==> src/ppc_map.svh <==
`ifndef PPC_MAP_SVH
`define PPC_MAP_SVH
// register byte addresses (printed offsets are not multiples of four, so index * 4)
`define PPC_PRIMARY_IDX     8'hB5
`define PPC_SECONDARY_IDX   8'hB6
`define PPC_PRIMARY_ADDR    12'h2D4
`define PPC_SECONDARY_ADDR  12'h2D8
// primary register field positions
`define PPC_P2_SCHMITT_BIT  7
`define PPC_P1_SCHMITT_BIT  6
`define PPC_P0_SCHMITT_BIT  5
`define PPC_CLKOUT_BIT      4
`define PPC_T1_TOGGLE_BIT   3
`define PPC_T0_TOGGLE_BIT   2
// reset values
`define PPC_PRIMARY_RST     8'h00
`define PPC_SECONDARY_RST   2'h0
// axi response codes
`define PPC_RESP_OKAY       2'h0
`define PPC_RESP_SLVERR     2'h2
`endif

==> src/ppc_pkg.sv <==
`default_nettype none
package ppc_pkg;
	typedef enum logic [1:0]
	{
		PPC_MODE_QUASI     = 2'h0,
		PPC_MODE_PUSH_PULL = 2'h1,
		PPC_MODE_INPUT     = 2'h2,
		PPC_MODE_OPEN_DRN  = 2'h3
	} ppc_mode_t;
endpackage : ppc_pkg
`default_nettype wire

==> src/ppc_port_pin_ctrl.sv <==
// The AXI4-Lite interface to the registers is this design's own decision.
`include "ppc_map.svh"
`default_nettype none
module ppc_port_pin_ctrl
(
	input  wire logic              core_clk,
	input  wire logic              rst,
	input  wire logic [11:0]       s_axi_awaddr,
	input  wire logic              s_axi_awvalid,
	output logic                   s_axi_awready,
	input  wire logic [31:0]       s_axi_wdata,
	input  wire logic [3:0]        s_axi_wstrb,
	input  wire logic              s_axi_wvalid,
	output logic                   s_axi_wready,
	output logic [1:0]             s_axi_bresp,
	output logic                   s_axi_bvalid,
	input  wire logic              s_axi_bready,
	input  wire logic [11:0]       s_axi_araddr,
	input  wire logic              s_axi_arvalid,
	output logic                   s_axi_arready,
	output logic [31:0]            s_axi_rdata,
	output logic [1:0]             s_axi_rresp,
	output logic                   s_axi_rvalid,
	input  wire logic              s_axi_rready,
	input  wire logic              timer0_overflow,
	input  wire logic              timer1_overflow,
	input  wire logic              sys_clk_out,
	input  wire logic [1:0]        port2_latch,
	input  wire logic              p0_7_latch,
	input  wire logic              p1_2_latch,
	input  wire logic [1:0]        port2_pin_in,
	output logic [1:0]             port2_pin_out,
	output logic [1:0]             port2_pin_oe_n,
	output logic [1:0]             port2_weak_pullup,
	output logic [1:0]             port2_input_schmitt,
	output ppc_pkg::ppc_mode_t     port2_mode_0,
	output ppc_pkg::ppc_mode_t     port2_mode_1,
	output logic [1:0]             port2_pin_value,
	output logic                   port2_schmitt_select,
	output logic                   port1_schmitt_select,
	output logic                   port0_schmitt_select,
	output logic                   p0_7_out,
	output logic                   p1_2_out,
	output logic                   crystal_output_pin
);
	import ppc_pkg::*;

	// ----------------------------------------------------------------
	// register state
	// ----------------------------------------------------------------
	logic [7:0]  port2_primary_mode_reg_ff;
	logic [1:0]  port2_secondary_mode_reg_ff;
	logic        t1_toggle_ff;
	logic        t0_toggle_ff;
	logic [1:0]  pin_in_meta_ff;
	logic [1:0]  pin_in_sync_ff;
	logic        aw_held_ff;
	logic        w_held_ff;
	logic [11:0] aw_addr_ff;
	logic [31:0] w_data_ff;
	logic [3:0]  w_strb_ff;
	logic        bvalid_ff;
	logic [1:0]  bresp_ff;
	logic        rvalid_ff;
	logic [31:0] rdata_ff;
	logic [1:0]  rresp_ff;

	logic        clock_out_enable;
	logic        timer1_toggle_out_enable;
	logic        timer0_toggle_out_enable;
	logic [1:0]  pin_mode_primary_bit;
	logic [1:0]  pin_mode_secondary_bit;
	logic        wr_fire;
	logic [31:0] nxt_rdata;
	logic [1:0]  nxt_rresp;

	localparam logic [9:0] primary_word   = 10'(`PPC_PRIMARY_IDX);
	localparam logic [9:0] secondary_word = 10'(`PPC_SECONDARY_IDX);

	assign port2_schmitt_select     = port2_primary_mode_reg_ff[`PPC_P2_SCHMITT_BIT];
	assign port1_schmitt_select     = port2_primary_mode_reg_ff[`PPC_P1_SCHMITT_BIT];
	assign port0_schmitt_select     = port2_primary_mode_reg_ff[`PPC_P0_SCHMITT_BIT];
	assign clock_out_enable         = port2_primary_mode_reg_ff[`PPC_CLKOUT_BIT];
	assign timer1_toggle_out_enable = port2_primary_mode_reg_ff[`PPC_T1_TOGGLE_BIT];
	assign timer0_toggle_out_enable = port2_primary_mode_reg_ff[`PPC_T0_TOGGLE_BIT];
	assign pin_mode_primary_bit     = port2_primary_mode_reg_ff[1:0];
	assign pin_mode_secondary_bit   = port2_secondary_mode_reg_ff;

	// ----------------------------------------------------------------
	// axi write channel
	// ----------------------------------------------------------------
	assign s_axi_awready = !aw_held_ff && !bvalid_ff;
	assign s_axi_wready  = !w_held_ff && !bvalid_ff;
	assign s_axi_bvalid  = bvalid_ff;
	assign s_axi_bresp   = bresp_ff;
	assign wr_fire       = aw_held_ff && w_held_ff && !bvalid_ff;

	always_ff @(posedge core_clk or posedge rst)
	begin
		if (rst)
		begin
			aw_held_ff <= 1'b0;
			aw_addr_ff <= 12'h000;
		end
		else if (s_axi_awvalid && s_axi_awready)
		begin
			aw_held_ff <= 1'b1;
			aw_addr_ff <= s_axi_awaddr;
		end
		else if (wr_fire)
			aw_held_ff <= 1'b0;
	end

	always_ff @(posedge core_clk or posedge rst)
	begin
		if (rst)
		begin
			w_held_ff <= 1'b0;
			w_data_ff <= 32'h0000_0000;
			w_strb_ff <= 4'h0;
		end
		else if (s_axi_wvalid && s_axi_wready)
		begin
			w_held_ff <= 1'b1;
			w_data_ff <= s_axi_wdata;
			w_strb_ff <= s_axi_wstrb;
		end
		else if (wr_fire)
			w_held_ff <= 1'b0;
	end

	always_ff @(posedge core_clk or posedge rst)
	begin
		if (rst)
		begin
			bvalid_ff <= 1'b0;
			bresp_ff  <= `PPC_RESP_OKAY;
		end
		else if (wr_fire)
		begin
			bvalid_ff <= 1'b1;
			if (aw_addr_ff[11:2] == primary_word
				|| aw_addr_ff[11:2] == secondary_word)
				bresp_ff <= `PPC_RESP_OKAY;
			else
				bresp_ff <= `PPC_RESP_SLVERR;
		end
		else if (s_axi_bready)
			bvalid_ff <= 1'b0;
	end

	// ----------------------------------------------------------------
	// mode registers
	// ----------------------------------------------------------------
	always_ff @(posedge core_clk or posedge rst)
	begin
		if (rst)
			port2_primary_mode_reg_ff <= `PPC_PRIMARY_RST;
		else if (wr_fire && w_strb_ff[0] && aw_addr_ff[11:2] == primary_word)
			port2_primary_mode_reg_ff <= w_data_ff[7:0];
	end

	always_ff @(posedge core_clk or posedge rst)
	begin
		if (rst)
			port2_secondary_mode_reg_ff <= `PPC_SECONDARY_RST;
		else if (wr_fire && w_strb_ff[0] && aw_addr_ff[11:2] == secondary_word)
			port2_secondary_mode_reg_ff <= w_data_ff[1:0];
	end

	// ----------------------------------------------------------------
	// axi read channel
	// ----------------------------------------------------------------
	assign s_axi_arready = !rvalid_ff;
	assign s_axi_rvalid  = rvalid_ff;
	assign s_axi_rdata   = rdata_ff;
	assign s_axi_rresp   = rresp_ff;

	always_comb
	begin
		nxt_rdata = 32'h0000_0000;
		nxt_rresp = `PPC_RESP_OKAY;
		if (s_axi_araddr[11:2] == primary_word)
			nxt_rdata = {24'h00_0000, port2_primary_mode_reg_ff};
		else if (s_axi_araddr[11:2] == secondary_word)
			nxt_rdata = {30'h0000_0000, port2_secondary_mode_reg_ff};
		else
			nxt_rresp = `PPC_RESP_SLVERR;
	end

	always_ff @(posedge core_clk or posedge rst)
	begin
		if (rst)
		begin
			rvalid_ff <= 1'b0;
			rdata_ff  <= 32'h0000_0000;
			rresp_ff  <= `PPC_RESP_OKAY;
		end
		else if (s_axi_arvalid && s_axi_arready)
		begin
			rvalid_ff <= 1'b1;
			rdata_ff  <= nxt_rdata;
			rresp_ff  <= nxt_rresp;
		end
		else if (s_axi_rready)
			rvalid_ff <= 1'b0;
	end

	// ----------------------------------------------------------------
	// timer toggle outputs
	// ----------------------------------------------------------------
	always_ff @(posedge core_clk or posedge rst)
	begin
		if (rst)
			t1_toggle_ff <= 1'b0;
		else if (timer1_toggle_out_enable && timer1_overflow)
			t1_toggle_ff <= !t1_toggle_ff;
	end

	always_ff @(posedge core_clk or posedge rst)
	begin
		if (rst)
			t0_toggle_ff <= 1'b0;
		else if (timer0_toggle_out_enable && timer0_overflow)
			t0_toggle_ff <= !t0_toggle_ff;
	end

	assign p0_7_out = timer1_toggle_out_enable ? t1_toggle_ff : p0_7_latch;
	assign p1_2_out = timer0_toggle_out_enable ? t0_toggle_ff : p1_2_latch;
	assign crystal_output_pin = clock_out_enable & sys_clk_out;

	// ----------------------------------------------------------------
	// pin input synchroniser
	// ----------------------------------------------------------------
	always_ff @(posedge core_clk or posedge rst)
	begin
		if (rst)
		begin
			pin_in_meta_ff <= 2'h0;
			pin_in_sync_ff <= 2'h0;
		end
		else
		begin
			pin_in_meta_ff <= port2_pin_in;
			pin_in_sync_ff <= pin_in_meta_ff;
		end
	end

	assign port2_pin_value = pin_in_sync_ff;
	assign port2_mode_0 = ppc_mode_t'({pin_mode_primary_bit[0], pin_mode_secondary_bit[0]});
	assign port2_mode_1 = ppc_mode_t'({pin_mode_primary_bit[1], pin_mode_secondary_bit[1]});

	// ----------------------------------------------------------------
	// per-pin output drivers
	// ----------------------------------------------------------------
	genvar gi;
	generate
		for (gi = 0; gi < 2; gi++)
		begin : g_pin
			logic        drv_val;
			ppc_mode_t   mode;
			assign mode = ppc_mode_t'({pin_mode_primary_bit[gi], pin_mode_secondary_bit[gi]});
			if (gi == 0)
			begin : g_clk
				assign drv_val = clock_out_enable ? sys_clk_out : port2_latch[gi];
			end
			else
			begin : g_latch
				assign drv_val = port2_latch[gi];
			end
			always_comb
			begin
				port2_pin_out[gi]       = drv_val;
				port2_pin_oe_n[gi]      = 1'b1;
				port2_weak_pullup[gi]   = 1'b0;
				port2_input_schmitt[gi] = port2_schmitt_select;
				if (gi == 0 && clock_out_enable)
					port2_pin_oe_n[gi] = 1'b0;
				else
				begin
					case (mode)
						PPC_MODE_QUASI:
						begin
							port2_pin_oe_n[gi]    = drv_val;
							port2_weak_pullup[gi] = drv_val;
						end
						PPC_MODE_PUSH_PULL:
							port2_pin_oe_n[gi] = 1'b0;
						PPC_MODE_INPUT:
							port2_pin_oe_n[gi] = 1'b1;
						PPC_MODE_OPEN_DRN:
							port2_pin_oe_n[gi] = drv_val;
						default:
							port2_pin_oe_n[gi] = 1'b1;
					endcase
				end
			end
		end
	endgenerate
endmodule : ppc_port_pin_ctrl
`default_nettype wire

==> config.mk <==
export PLATFORM = sky130hd
export DESIGN_NAME = ppc_port_pin_ctrl
export DESIGN_NICKNAME = d
export VERILOG_FILES = /design/src/ppc_pkg.sv /design/src/ppc_port_pin_ctrl.sv
export VERILOG_INCLUDE_DIRS = /design/src
export SDC_FILE = /design/constraint.sdc
export NUM_CORES = 1
export LEC_CHECK = 0
export BUFFER_PORTS_ARGS = -buffer_cell sky130_fd_sc_hd__buf_2
export CAP_MARGIN = 5
export CELL_PAD_IN_SITES_DETAIL_PLACEMENT = 2
export CELL_PAD_IN_SITES_GLOBAL_PLACEMENT = 2
export CORE_MARGIN = 4
export CORE_UTILIZATION = 28
export CTS_CLUSTER_SIZE = 14
export DETAILED_ROUTE_END_ITERATION = 12
export PLACE_DENSITY = 0.86
export SLEW_MARGIN = 5
export SYNTH_ARGS = -nofsm -noshare
export SYNTH_HDL_FRONTEND = slang
export SYNTH_SLANG_ARGS = --single-unit
==> constraint.sdc <==
create_clock -name core_clk -period 2.3 [get_ports core_clk]
set_input_delay 0.46 -clock core_clk [delete_from_list [all_inputs] [get_ports core_clk]]
set_output_delay 0.46 -clock core_clk [all_outputs]
set_load 0.05 [all_outputs]
Word level (Yosys, flattened, before mapping)
Cells that the tools add are included.
{"block": "totals", "register_bits": 77, "output_inout_bits": 61, "elab_cells": 75, "input_bits": 76}
{"block": "op_classes", "n_eq_ne": 10, "n_mux": 21, "reduce_logical": 27, "bitwise": 1}
{"operator": "equality test 10 x 8 -> 1 bit (second input constant)", "n": 4}
{"operator": "two-way mux 1 bit", "n": 14}
{"operator": "logical AND 1 bit", "n": 12}
{"operator": "equality test 2 bit (second input constant)", "n": 4}
{"operator": "two-way mux 2 bit", "n": 4}
{"operator": "two-way mux 8 bit", "n": 1}
{"operator": "nonzero test 2 bit", "n": 4}
{"operator": "zero test 1 bit", "n": 6}
{"operator": "case mux 1 bit (3 select lines)", "n": 2}
{"operator": "equality test 2 x 1 -> 1 bit (second input constant)", "n": 2}
{"operator": "zero test 2 bit", "n": 2}
{"operator": "OR reduction 2 bit", "n": 2}
{"operator": "AND 1 bit", "n": 1}
{"operator": "logical OR 1 bit", "n": 1}

Longest topological paths before layout
{"block": "depth", "ltp_word": 4, "mapped_depth": 5}

Worst setup path after synthesis
OpenSTA, ideal clock, no wires.
{"block": "synth_timing", "path_type": "register to output", "from": "register port2_secondary_mode_reg_ff[0] (netlist: pin_mode_secondary_bit[0])", "to": "output port port2_pin_oe_n[0]", "path_slack_ps": -384, "arrival_ps": 2224, "stages_incl_launch_ff": 6, "path_buffers": 0, "cell_sequence": "dfrtp_1 inv_1 ha_1 inv_1 a21oi_1 nor3_1"}
{"block": "synth_via", "elab_chain_len": 4, "elab_cells_between_ends": 7, "cone_classes": "3 x eq/ne; 2 x mux; 2 x reduce/logical"}
{"item": "start, declared", "line": "ppc_port_pin_ctrl.sv:52", "rtl": "logic [1:0] port2_secondary_mode_reg_ff;"}
{"item": "start signal, assigned", "line": "ppc_port_pin_ctrl.sv:166", "rtl": "port2_secondary_mode_reg_ff <= `PPC_SECONDARY_RST;"}
{"item": "start signal, assigned", "line": "ppc_port_pin_ctrl.sv:168", "rtl": "port2_secondary_mode_reg_ff <= w_data_ff[1:0];"}
{"item": "equality test 2 bit / zero test 2 bit (equally long branches)", "line": "ppc_port_pin_ctrl.sv:281", "rtl": "case (mode)"}
{"item": "OR reduction 2 bit (no line)"}
{"item": "case mux 1 bit (3 select lines) *", "line": "ppc_port_pin_ctrl.sv:281"}
{"item": "two-way mux 1 bit *", "line": "ppc_port_pin_ctrl.sv:277", "rtl": "if (gi == 0 && clock_out_enable)"}
{"item": "end, declared", "line": "ppc_port_pin_ctrl.sv:33", "rtl": "output logic [1:0] port2_pin_oe_n,"}
Mark *: on every way between the ends. The rest lies on a longest branch, timed or not.

Final worst setup path
Same ends and word-level chain as after synthesis.

==> reports/results.ini <==
[placed_design]
gp_congestion=0.6630
port_buffers=79
hpwl_um=4482
place_inst=359

[worst_setup_path]
critPathLaunchType=flop
rr_startpoint=s_axi_bvalid
ff2ff_setup_slack_ps=530
reg2reg_depth=3
arrival_ps=1610
end_kind=output port
path_class=flop to output port
worst-path-max-fanout=5
worstPathRequired_ps=1840
reg2reg_to=port2_primary_mode_reg_ff[1]

[sta]
worstMarginPinSlew_ps=615.3
skew_ps=8.568
hold_viol_final=0
post-route-min-period_ps=2071
fmax_mhz=482.9
slew_viol_final=0
fin_crit_sh_pct=90.03
setup_violations=0
finalSetupTns_ps=0
rsz0062_at_grt=false
max-slew-margin-rel_pct=58.98
fin_hold_ws_ps=270.9

[yosys]
ys_seq_elements=49
syn_area_per_cell_um2=12.83
syn_inst=183
synth_top_cell_area_share_pct=52.24
ys_types=37
ys.warnings.count=0
syn_area_um2=2347
ys_top_cells_by_count=dfrtp_1, buf_4, mux2_2
ys_seq_area_share_pct=52.24
synth_edf_count=0
synth_top_area_cell=dfrtp_1
synthArstFlopShare_pct=100.0
synthFlopType=dfrtp_1
yosysMostFrequentCell=dfrtp_1
synth.area.top_cells=dfrtp_1, buf_4, mux2_2

[clock_tree]
clock-sinks=49
cts_buffers=5
htreeDepth=2
clk_latency_ps=300
hold_buffers=0
cts_buffer_depth=2
clk_pin_slew_ps=80
cts_root_buffer=clkbuf_8
cts_tree=yes
post_cts_resized=0
post-cts-setup-buffers=0

[job]
drv_cap=0

[status]
status=complete, no violations

[routing]
wl_um=5508
via_per_inst=4.289
drtIter0Drc=33
wl_per_cell_um=15.01
drt-pass1-iter-count=4
drcViolationCount=0
via_count=1574
final_antenna_net_count=0

[layout]
utilization_pct=34.42
drive_gt1_share_pct=43.13
insertedDiodeCount=0
nFillCells=918
synthToLayoutAreaGrowth_pct=19.88
final_cells=367
num-nets-final=343

[floorplanning]
die_width_um=99.56
rows=33
ios=137
core_um2=8175
dieArea_um2=9912
start_util_pct=28.71
die_h_um=99.56

[global_route]
grt_use_total_pct=11.29
grt_max_degree=50
grt_overflow_total=0
antenna_found_initial=0
grt_pass1_wl_um=8880
grt_pass1_vias=1767

[hold_path]
hold_class=input port to flop
hold_depth=1
hold_start=port2_pin_in[1]
worst_hold_path.endpoint=pin_in_meta_ff[1]

[power]
static-leakage-power_nw=1.463
power_density_nw_per_um2=913.2
ir_drop_uv=457.4

[area by class of cell]
class,instances,area [um^2],share of cell area [%]
Clock buffer,8,80.08,2.846
Inverter,9,33.78,1.201
Multi-Input combinational cell,115,932.1,33.13
Sequential cell,49,1226,43.58
Tap cell,105,131.4,4.669
Timing Repair Buffer,81,410.4,14.58
[how the worst max path moves through the flow]
stage | from | end | slack [ps] | cells after the start
after floorplan | pin_mode_secondary_bit[1] | port2_pin_oe_n[1] | 20 | 5
after global placement | s_axi_bvalid | port2_primary_mode_reg_ff[1] | 480 | 3
after CTS | pin_mode_secondary_bit[0] | port2_pin_oe_n[0] | 180 | 6
after global routing | pin_mode_secondary_bit[0] | port2_pin_oe_n[0] | 70 | 6
after detailed placement | s_axi_bvalid | port2_primary_mode_reg_ff[1] | 440 | 3
final | pin_mode_secondary_bit[0] | port2_pin_oe_n[0] | 230 | 6
[cell families (layout without fill, tap and decap cells)]
family          count (synthesis)  count (layout)  synth area share, %
flops                          49              49                52.24
buf+inv                        44              98                12.26
mux                            32              32                15.35
xor+xnor                        3               3                1.120
simple gates                   30              30                9.967
other cells                     1              26               0.1598
compound gates                 18              18                5.704
fa+ha+maj                       6               6                3.198
[stage by stage]
step	cell area [um^2]	power [mW]	setup WS [ps]
floorplan	2446	1.940	15.77
global placement	2734	2.069	483.6
detailed placement	2734	2.128	444.8
CTS	2814	2.619	183.1
global route	2814	2.753	70.53
finish	2814	2.570	229.3
[state kept, by name (all words and copies together), names as in the netlist]
name / count
t0_toggle_ff: 1
aw_held_ff: 1
s_axi_bresp: 1
s_axi_rvalid: 1
aw_addr_ff: 10
t1_toggle_ff: 1
port2_pin_value: 2
port2_primary_mode_reg_ff: 8
w_held_ff: 1
pin_in_meta_ff: 2
w_strb_ff: 1
pin_mode_secondary_bit: 2
s_axi_bvalid: 1
w_data_ff: 8
s_axi_rresp: 1
s_axi_rdata: 8
[where the power goes]
group | leakage (nW) | internal [mW] | switching [mW]
clock network | 0.0395 | 0.217 | 0.265
logic | 0.802 | 0.316 | 0.534
registers | 0.621 | 1.09 | 0.149
[worst max-delay path, cell delays in order, from the launching register on]
cell and delay, ps:
dfrtp_1 430, inv_1 90, ha_1 300, inv_1 60, a21oi_1 70, nor3_2 100
buf_2 280
[layout by cell type (no fill, tap or decap), drive strengths merged, types with 3 or more instances in the layout]
| master | instances |
|---|---|
| a21o | 3 |
| a22o | 6 |
| and2 | 6 |
| buf | 81 |
| clkbuf | 8 |
| conb | 26 |
| dfrtp | 49 |
| ha | 6 |
| inv | 9 |
| mux2 | 32 |
| nand2 | 4 |
| nor2 | 3 |
| o21ai | 3 |
[routing by layer]
| metal | up-vias | wire (um) | GRT usage (%) | share of wire [%] |
|---|---|---|---|---|
| li1 | 726 | - | - | - |
| met1 | 793 | 2061 | 12.34 | 37 |
| met2 | 50 | 3074 | 21.49 | 56 |
| met3 | 5 | 292 | 2.525 | 5.3 |
| met4 | 0 | 79 | 3.466 | 1.4 |
| met5 | - | 0 | 0 | 0 |
Power figures use the tool's default switching activity.
